`src/pgcc_cfg.svh`:
```
// Purpose: Offsets, field positions, reset values for the clock config block
// Assumes: 8-bit register port, byte offsets of the register map
// Notes: Definitions only
`ifndef PGCC_CFG_SVH
`define PGCC_CFG_SVH

`define PGCC_ADDR_PIN_SRC 8'h11
`define PGCC_ADDR_PLL_REF 8'h12
`define PGCC_ADDR_PRE_DIV 8'h14
`define PGCC_ADDR_INT_MUL 8'h15
`define PGCC_ADDR_FRAC_UP 8'h16
`define PGCC_ADDR_FRAC_LO 8'h17
`define PGCC_ADDR_FINAL_R 8'h18

`define PGCC_RST_PIN_SRC 8'h00
`define PGCC_RST_PLL_REF 8'h00
`define PGCC_RST_PRE_DIV 8'h00
`define PGCC_RST_INT_MUL 8'h08
`define PGCC_RST_FRAC_UP 8'h00
`define PGCC_RST_FRAC_LO 8'h00
`define PGCC_RST_FINAL_R 8'h00

`define PGCC_PUMP_MSB 6
`define PGCC_PUMP_LSB 4
`define PGCC_OSR_MSB 2
`define PGCC_OSR_LSB 0

`define PGCC_SEL_PIN_ZERO 3'h3
`define PGCC_SEL_PIN_TWO 3'h5
`define PGCC_FRAC_MAX 14'h270f

`endif

```
`src/pgcc_pkg.sv`:
```
// Purpose: Types shared by the clock config block
// Assumes: Nothing
// Notes: Constants live in pgcc_cfg.svh
`default_nettype none
package pgcc_pkg;
    typedef enum logic [1:0] {PGCC_SRC_MUTE, PGCC_SRC_PIN_ZERO, PGCC_SRC_PIN_TWO} pgcc_src_t;

    typedef struct packed {
        logic wr;
        logic rd;
        logic [7:0] addr;
        logic [7:0] wdata;
    } pgcc_req_t;

    typedef struct packed {
        logic [3:0] pre_div;
        logic [5:0] int_mul;
        logic [13:0] frac;
        logic [4:0] final_mul;
        logic valid;
    } pgcc_pll_t;
endpackage
`default_nettype wire

```
`src/pgcc_clock_config.sv`:
```
// Purpose: Pin clock source selection and PLL factor registers
// Assumes: Register port synchronous to sys_clk; pins already in this domain
// Notes: Outputs are registered; one cycle read latency
//
// How it works
// - Bits 6-4 pick pump clock pin: 011 pin zero, 101 pin two, else mute.
// - Bits 2-0 pick oversample clock pin: 011 pin zero, 101 pin two, else mute.
// - Reference pin field: 011 pin zero, 101 pin two, others mute reference.
// - Pin fields matter only while a general pin is the chosen source.
// - P code n divides by n+1, 0 to 14; reset zero.
// - J field is integer 1..63, reset value 8.
// - PLL multiplies pre-divided reference by J.D times R.
// - P, J, D ignored while automatic clock setup is active.
// - Upper and lower D fields form decimal 0..9999; higher never written.
// - Lower eight D bits live in their own register.
// - R code n gives factor n+1, 1 to 16.
`default_nettype none
`include "pgcc_cfg.svh"
module pgcc_clock_config (
    // Clock, reset, enable
    input wire logic sys_clk,
    input wire logic rst_b,
    input wire logic clk_en,
    // Register port
    input wire pgcc_pkg::pgcc_req_t req,
    output logic [7:0] rd_data,
    output logic rd_valid,
    // Mode inputs
    input wire logic auto_setup,
    input wire logic pump_src_is_pin,
    input wire logic osr_src_is_pin,
    input wire logic ref_src_is_pin,
    // Pins
    input wire logic general_pin_zero,
    input wire logic general_pin_two,
    // Clock outputs
    output logic pump_clock_pin,
    output logic oversample_clock_pin,
    output logic pll_reference_pin,
    // PLL factors
    output var pgcc_pkg::pgcc_pll_t pll_cfg
);
    import pgcc_pkg::*;

    logic [7:0] mem_rd;
    logic [55:0] regs;
    logic [2:0] wr_idx;
    logic [2:0] rd_idx;
    logic wr_hit;
    logic rd_pend;

    function automatic logic [2:0] addr_idx(input logic [7:0] a);
        case (a)
            `PGCC_ADDR_PIN_SRC: addr_idx = 3'h0;
            `PGCC_ADDR_PLL_REF: addr_idx = 3'h1;
            `PGCC_ADDR_PRE_DIV: addr_idx = 3'h2;
            `PGCC_ADDR_INT_MUL: addr_idx = 3'h3;
            `PGCC_ADDR_FRAC_UP: addr_idx = 3'h4;
            `PGCC_ADDR_FRAC_LO: addr_idx = 3'h5;
            `PGCC_ADDR_FINAL_R: addr_idx = 3'h6;
            default: addr_idx = 3'h7;
        endcase
    endfunction

    // Shared decode of a 3-bit pin code
    function automatic pgcc_src_t pin_code(input logic [2:0] c);
        case (c)
            `PGCC_SEL_PIN_ZERO: pin_code = PGCC_SRC_PIN_ZERO;
            `PGCC_SEL_PIN_TWO: pin_code = PGCC_SRC_PIN_TWO;
            default: pin_code = PGCC_SRC_MUTE;
        endcase
    endfunction

    function automatic logic pick(input pgcc_src_t s, input logic z, input logic t);
        case (s)
            PGCC_SRC_PIN_ZERO: pick = z;
            PGCC_SRC_PIN_TWO: pick = t;
            default: pick = 1'b0;
        endcase
    endfunction

    // ----------------------------------------
    // Register store
    // ----------------------------------------
    assign wr_idx = addr_idx(req.addr);
    assign rd_idx = addr_idx(req.addr);
    assign wr_hit = req.wr && (wr_idx != 3'h7);

    // Full bytes stored, reserved bits included
    pgcc_reg_mem #(.N(7)) u_mem (
        .sys_clk(sys_clk),
        .rst_b(rst_b),
        .clk_en(clk_en),
        .wr_en(wr_hit),
        .wr_idx(wr_idx),
        .wr_data(req.wdata),
        .rd_idx(rd_idx),
        .rd_data(mem_rd),
        .all_data(regs)
    );

    always_ff @(posedge sys_clk)
    begin
        if (!rst_b)
            rd_pend <= 1'b0;
        else if (clk_en)
            rd_pend <= req.rd;
    end

    always_comb
    begin
        rd_data = mem_rd;
        rd_valid = rd_pend;
    end

    // ----------------------------------------
    // Pin clock selection
    // ----------------------------------------
    pgcc_src_t pump_sel;
    pgcc_src_t osr_sel;
    pgcc_src_t ref_sel;

    always_comb
    begin
        pump_sel = pin_code(regs[`PGCC_PUMP_MSB:`PGCC_PUMP_LSB]);
        osr_sel = pin_code(regs[`PGCC_OSR_MSB:`PGCC_OSR_LSB]);
        ref_sel = pin_code(regs[8 +: 3]);
    end

    always_ff @(posedge sys_clk)
    begin
        if (!rst_b)
        begin
            pump_clock_pin <= 1'b0;
            oversample_clock_pin <= 1'b0;
            pll_reference_pin <= 1'b0;
        end
        else if (clk_en)
        begin
            // Muted unless a pin is the chosen source
            pump_clock_pin <= pump_src_is_pin
                && pick(pump_sel, general_pin_zero, general_pin_two);
            oversample_clock_pin <= osr_src_is_pin
                && pick(osr_sel, general_pin_zero, general_pin_two);
            pll_reference_pin <= ref_src_is_pin
                && pick(ref_sel, general_pin_zero, general_pin_two);
        end
    end

    // ----------------------------------------
    // PLL factors
    // ----------------------------------------
    logic [13:0] frac_raw;
    assign frac_raw = {regs[32 +: 6], regs[40 +: 8]};

    always_ff @(posedge sys_clk)
    begin
        if (!rst_b)
        begin
            pll_cfg.pre_div <= 4'h1;
            pll_cfg.int_mul <= 6'h08;
            pll_cfg.frac <= 14'h0000;
            pll_cfg.final_mul <= 5'h01;
            pll_cfg.valid <= 1'b0;
        end
        else if (clk_en)
        begin
            pll_cfg.pre_div <= regs[16 +: 4] + 4'h1;
            pll_cfg.int_mul <= regs[24 +: 6];
            // Out-of-range D clipped, software keeps it legal
            pll_cfg.frac <= (frac_raw > `PGCC_FRAC_MAX) ? `PGCC_FRAC_MAX : frac_raw;
            pll_cfg.final_mul <= {1'b0, regs[48 +: 4]} + 5'h01;
            // Manual factors only outside auto setup J zero forbidden
            pll_cfg.valid <= !auto_setup && (regs[24 +: 6] != 6'h00);
        end
    end

    // ----------------------------------------
    // Checks
    // ----------------------------------------
    property p_pre_div;
        @(posedge sys_clk) disable iff (!rst_b)
        clk_en ##1 clk_en |-> pll_cfg.pre_div == $past(regs[16 +: 4], 1) + 4'h1;
    endproperty
    a_pre_div: assert property (p_pre_div) else $error("P divide wrong");

    property p_pump_mute;
        @(posedge sys_clk) disable iff (!rst_b)
        (clk_en && !pump_src_is_pin) |=> !pump_clock_pin;
    endproperty
    a_pump_mute: assert property (p_pump_mute) else $error("Pump not muted");

    property p_pump_zero;
        @(posedge sys_clk) disable iff (!rst_b)
        (clk_en && pump_src_is_pin && regs[6:4] == 3'h3)
            |=> pump_clock_pin == $past(general_pin_zero);
    endproperty
    a_pump_zero: assert property (p_pump_zero) else $error("Pump pin wrong");

    property p_osr_res;
        @(posedge sys_clk) disable iff (!rst_b)
        (clk_en && regs[2:0] == 3'h2) |=> !oversample_clock_pin;
    endproperty
    a_osr_res: assert property (p_osr_res) else $error("OSR not muted");

    property p_ref_two;
        @(posedge sys_clk) disable iff (!rst_b)
        (clk_en && ref_src_is_pin && regs[10:8] == 3'h5)
            |=> pll_reference_pin == $past(general_pin_two);
    endproperty
    a_ref_two: assert property (p_ref_two) else $error("Ref pin wrong");

    property p_auto;
        @(posedge sys_clk) disable iff (!rst_b)
        (clk_en && auto_setup) |=> !pll_cfg.valid;
    endproperty
    a_auto: assert property (p_auto) else $error("Auto mode not honoured");

    property p_int_mul;
        @(posedge sys_clk) disable iff (!rst_b)
        clk_en |=> pll_cfg.int_mul == $past(regs[29:24]);
    endproperty
    a_int_mul: assert property (p_int_mul) else $error("J wrong");

    property p_final;
        @(posedge sys_clk) disable iff (!rst_b)
        clk_en |=> pll_cfg.final_mul == {1'b0, $past(regs[51:48])} + 5'h01;
    endproperty
    a_final: assert property (p_final) else $error("R wrong");

    property p_frac;
        @(posedge sys_clk) disable iff (!rst_b)
        clk_en |=> pll_cfg.frac <= `PGCC_FRAC_MAX;
    endproperty
    a_frac: assert property (p_frac) else $error("D above range");

    property p_frac_pass;
        @(posedge sys_clk) disable iff (!rst_b)
        (clk_en && frac_raw <= `PGCC_FRAC_MAX) |=> pll_cfg.frac == $past(frac_raw);
    endproperty
    a_frac_pass: assert property (p_frac_pass) else $error("D not passed on");
endmodule
`default_nettype wire

```
`src/pgcc_reg_mem.sv`:
```
// Purpose: Small register store for the clock config block
// Assumes: One write and one registered read per cycle
// Notes: Unmapped index reads zero
`default_nettype none
`include "pgcc_cfg.svh"
module pgcc_reg_mem #(
    parameter int N = 7
) (
    // Clock and reset
    input wire logic sys_clk,
    input wire logic rst_b,
    input wire logic clk_en,
    // Access
    input wire logic wr_en,
    input wire logic [2:0] wr_idx,
    input wire logic [7:0] wr_data,
    input wire logic [2:0] rd_idx,
    output logic [7:0] rd_data,
    // Live contents
    output logic [N*8-1:0] all_data
);
    logic [7:0] mem [N];

    function automatic logic [7:0] rst_val(input int i);
        case (i)
            3: rst_val = `PGCC_RST_INT_MUL;
            default: rst_val = 8'h00;
        endcase
    endfunction

    always_ff @(posedge sys_clk)
    begin
        if (!rst_b)
        begin
            for (int i = 0; i < N; i++)
                mem[i] <= rst_val(i);
        end
        else if (clk_en && wr_en && int'(wr_idx) < N)
            mem[wr_idx] <= wr_data;
    end

    always_ff @(posedge sys_clk)
    begin
        if (!rst_b)
            rd_data <= 8'h00;
        else if (clk_en)
            rd_data <= (int'(rd_idx) < N) ? mem[rd_idx] : 8'h00;
    end

    always_comb
    begin
        for (int i = 0; i < N; i++)
            all_data[i*8 +: 8] = mem[i];
    end
endmodule
`default_nettype wire

```
`config.mk`:
```
export PLATFORM = sky130hd
export DESIGN_NAME = pgcc_clock_config
export DESIGN_NICKNAME = d
export VERILOG_FILES = /design/src/pgcc_pkg.sv /design/src/pgcc_clock_config.sv /design/src/pgcc_reg_mem.sv
export VERILOG_INCLUDE_DIRS = /design/src
export SDC_FILE = /design/constraint.sdc
export NUM_CORES = 1
export LEC_CHECK = 0
export BUFFER_PORTS_ARGS = -buffer_cell sky130_fd_sc_hd__buf_2
export CAP_MARGIN = 5
export CORE_MARGIN = 2
export CORE_UTILIZATION = 30
export DETAILED_ROUTE_END_ITERATION = 12
export PLACE_DENSITY = 0.47
export SLEW_MARGIN = 30
export SYNTH_ARGS = -nofsm -noshare
export SYNTH_HDL_FRONTEND = slang
export SYNTH_SLANG_ARGS = --single-unit
```
`constraint.sdc`:
```
create_clock -name sys_clk -period 1.84 [get_ports sys_clk]
set_input_delay 0.184 -clock sys_clk [delete_from_list [all_inputs] [get_ports sys_clk]]
set_output_delay 0.184 -clock sys_clk [all_outputs]
set_load 0.1 [all_outputs]
```
# Yosys cells after proc, flatten, opt, wreduce, memory -nomap -nowiden
# Memory sizes are Yosys's and may differ from the RTL's.
# Cells that the tools add are included.
[totals]
mem_count = 1
ramBits = 56
ff_bits = 42
output_inout_bits = 42
[classes]
n_lt_le_gt_ge = 2
addsub = 2
mux = 24
n_reduce_logical = 10
eq_ne = 20
[memory_table]
columns = ["memory", "depth", "width", "rd", "rd_clocked_by_memory_dff", "wr", "line", "rtl"]
rows = [
  ["u_mem.mem", 7, 8, 8, 0, 7, "pgcc_reg_mem.sv:22", "logic [7:0] mem [N];"],
]
[op_table]
columns = ["op", "n"]
rows = [
  ["$eq 8x5->1 const B", 7],
  ["$mux 8", 4],
  ["$pmux 3 s7", 1],
  ["$gt 14x14->1 const B", 1],
  ["$mux 14", 1],
  ["$pmux 2 s2", 3],
  ["$mux 1", 11],
  ["$eq 3x2->1 const B", 3],
  ["$eq 3x3->1 const B", 3],
  ["$reduce_or 8->1", 1],
  ["$logic_and 1x1->1", 7],
  ["$eq 2x1->1 const B", 3],
  ["$eq 2x2->1 const B", 3],
  ["$pmux 1 s2", 3],
  ["$reduce_bool 6->1", 1],
  ["$add 4x1->5 const B", 1],
  ["$add 4x1->4 const B", 1],
  ["$lt 3x3->1 const B", 1],
  ["$mux 3", 1],
  ["$ne 3x3->1 const B", 1],
  ["$logic_not 1->1", 1],
]

# Longest topological paths before layout
[depth]
ltp_word = 11
ltp_mapped = 7
ltp_nobuf = 5

# Cells and area by module
# A second synthesis with hierarchy kept.
[unflattened]
hier_cells = 413
area_unflattened_um2 = 4509.3
[by_module_without_submodules]
columns = ["mod", "cells_each", "area_each_um2", "n_inst", "seq_area_each_um2"]
rows = [
  ["pgcc_reg_mem", 252, 2956.6, 1, 1761.7],
  ["pgcc_clock_config", 161, 1552.7, 1, 680.7],
]

# Worst setup path before layout
# OpenSTA, ideal clock, no wires.
[synth_path]
path_kind = "input to register"
startpoint = "input port req[8] (netlist bit)"
endpoint = "memory u_mem.mem[5][0] (enable)"
slack_ns = -0.101
t_arrival_ns = 1.554
required_ns = 1.453
path_stages = 6
cell_sequence = "buf_6 > nand2b_1 > clkbuf_1 > o21ai_0 > nand2b_1 > o31ai_1"
[synth_rtl]
columns = ["element", "line", "rtl"]
rows = [
  ["start, declared", "pgcc_clock_config.sv:25", "input wire pgcc_pkg::pgcc_req_t req,"],
  ["end, declared", "pgcc_reg_mem.sv:22", ""],
]

==> metrics.txt <==
CTS resizes=0; via count=3514; max_slew headroom=0.674; gpl congestion=0.829; largest net degree at the start of global routing=38; Final Skew=0.00705 ns; Fin. Hold Viols=0; RSZ-0062 raised after global routing=no; DR iter-0 viols=283; area grow syn2layout=25.3%; Pleak=0.00231 uW; final period utilization=0.835; area of the multi-input gates=0.00184 sq mm; Die Wd=125 um; CP startpoint kind=primary input; async set-reset flop share out of synthesis=0; Slew @ Worst Pin=0.493 ns; Reg area=0.00244 sq mm; H-tree depth=3; flops & latches, synth=98; commonest non-fill, non-tap cell in the layout=buf_2; pre-CTS WS=-0.0579 ns; GRT Util Overall=0.170; Setup WS post-layout=0.304 ns; IO buf count=68; WHS=0.0795 ns; global-route wire length before repair=19.9 mm; Post-synth top flop=dfxtp_1; Max clock buf depth=2; post-synthesis cell count=418; I/O pin count=69; Final setup viols=0; Max stage delay on crit path=0.39 ns; later-pin clock latency in the skew report=0.36 ns; initial antenna violation count=0; postcts setup bufs=0; antenna-violating nets left=0; drt first pass iters=5; Pins Over Slew Limit=0; die height=125 um; Post-Layout Cell Count=703; maxcap violations=0; kind of critical path=primary input to flop; design area=0.00554 sq mm; Inserted Clock Buffers=9; vias in the first global route=3398; post-DP HPWL=9.74 mm; Fill cells=1448; antenna cells=0; crit path cell chain=buf_2 > nor4b_4 > nand3_1 > nor4_2 > buf_4 > nand2b_1 > buf_4; crit path time final=1.54 ns; fmax=651 MHz; slowest CP cell=nor4b_4; Inst Count DP=687; WP data required=1.91 ns; syn avg cell area=10.6 sq um; hold crit path type=primary input to flop; Synth Net Count=447; Worst IR Drop VDD=469 uV; CP Capture Type=flop; status=finished, final reports clean; hold_buf cts=0; Yosys warning total=0; Root Buffer=clkbuf_16; Netlist cell types=46; Rows=44; vias per cell=5.00; wire per inst=18.4 um; cell area after synthesis=0.00442 sq mm; EDFF count, synth=48; Worst-path clk slew=0.07 ns; Crit Path Max Fanout=7; core area=0.0145 sq mm; share of cells above drive strength 1=0.272; Seq/Total Area, Yosys=0.552; Starting Density=0.305; WP data arrival=1.61 ns; Post-DP Area=0.00522 sq mm; grt total ovfl=0; Cell Pwr Density=936 mW/mm^2; clock sink total=98; CTS tree=built; final WL=12.9 mm; Layout Nets=543; most frequent cells in the layout=buf_2 (68), nor2_1 (52), dfxtp_1 (50); Worst path most repeated cell=buf_4; DRC=0; Die ar.=0.0157 sq mm
[metrics by stage]
| step | TNS (ns) | util | power, uW |
|---|---|---|---|
| finish | 0 | 0.383 | 5190 |
| global route | 0 | 0.383 | 5360 |
| CTS | 0 | 0.383 | 5230 |
| detailed placement | -1.56 | 0.360 | 3220 |
| global placement | -0.425 | 0.360 | 3210 |
| floorplan | 0 | - | 2980 |
[layout make-up]
| cell class | count | share of cell area |
|---|---|---|
| Clock inverter | 5 | 0.00881 |
| Inverter | 13 | 0.00881 |
| Sequential cell | 98 | 0.441 |
| Clock buffer | 11 | 0.0497 |
| Timing Repair Buffer | 105 | 0.118 |
| Multi-Input combinational cell | 287 | 0.332 |
| Tap cell | 184 | 0.0416 |
[sequential cells by signal (all words and copies together), names as in the netlist]
signal / count
u_mem.mem: 56
pll_cfg: 30
u_mem.rd_data: 8
oversample_clock_pin: 1
pll_reference_pin: 1
pump_clock_pin: 1
rd_valid: 1
[critical path, delay by kind of cell]
| kind | cells | cell delay (ns) |
|---|---|---|
| buffers and inverters | 3 | 0.45 |
| and+or+nand+nor | 4 | 0.96 |
[cell usage after synthesis, types with 4 or more instances]
| cell | instances | area [sq um] |
|---|---|---|
| a22oi_1 | 7 | 52.6 |
| a211oi_1 | 11 | 82.6 |
| o21ai_0 | 17 | 85.1 |
| nand2_1 | 44 | 165 |
| dfxtp_1 | 50 | 1000 |
| a21oi_1 | 15 | 75.1 |
| inv_1 | 12 | 45.0 |
| nand3_1 | 5 | 25.0 |
| nand4_1 | 4 | 25.0 |
| edfxtp_1 | 48 | 1440 |
| xor2_1 | 4 | 35.0 |
| nand2b_1 | 15 | 93.8 |
| o221a_2 | 7 | 78.8 |
| nor2_1 | 52 | 195 |
| a221oi_1 | 14 | 123 |
| o41ai_1 | 7 | 61.3 |
| nor2b_1 | 7 | 43.8 |
| mux2i_1 | 20 | 200 |
| and2_1 | 24 | 150 |
| clkbuf_1 | 10 | 37.5 |
| buf_2 | 7 | 35.0 |
[power by group]
group	internal [uW]	total, uW	switching, uW	leakage (uW)
logic	182	723	541	0.00129
registers	2380	2440	63.2	0.000865
clock network	1110	2020	910	0.000160
total	3670	5190	1510	0.00231
[logic make-up after synthesis]
kind of cell,count (synthesis),synth area share
and+or+nand+nor,172,0.205
adders and majority gates,2,0.00566
buffers and inverters,33,0.0334
DFF,98,0.552
muxes,21,0.0478
AOI/OAI and AO/OA,85,0.142
xor gates and xnor gates,7,0.0139
[path summary, 6_finish.rpt]
kind | slack [ns] | startpoint | cells after the start | end
worst max-delay path | 0.30 | req[13] | 7 | u_mem.mem[4][5]$_SDFFCE_PN0P_
worst min-delay path | 0.08 | req[16] | 3 | rd_valid$_SDFFE_PN0P_
worst max register to register | 0.34 | u_mem.mem[5][5]$_DFFE_PP_ | 5 | pll_cfg[7]$_SDFFE_PN0P_
worst min register to register | 0.46 | oversample_clock_pin$_SDFFE_PN0P_ | 2 | oversample_clock_pin$_SDFFE_PN0P_
[per-layer routing]
layer  routed length [um]  part of all wire  up-vias  GRT usage
met5                    0                 0        -          0
met4                  282             0.022        0     0.0647
met3                  713             0.055       18     0.0351
met2                 6010              0.47      106      0.269
met1                 5900              0.46     1683      0.229
li1                     -                 -     1707          -
Note: power is estimated with default switching activity, not from simulation.
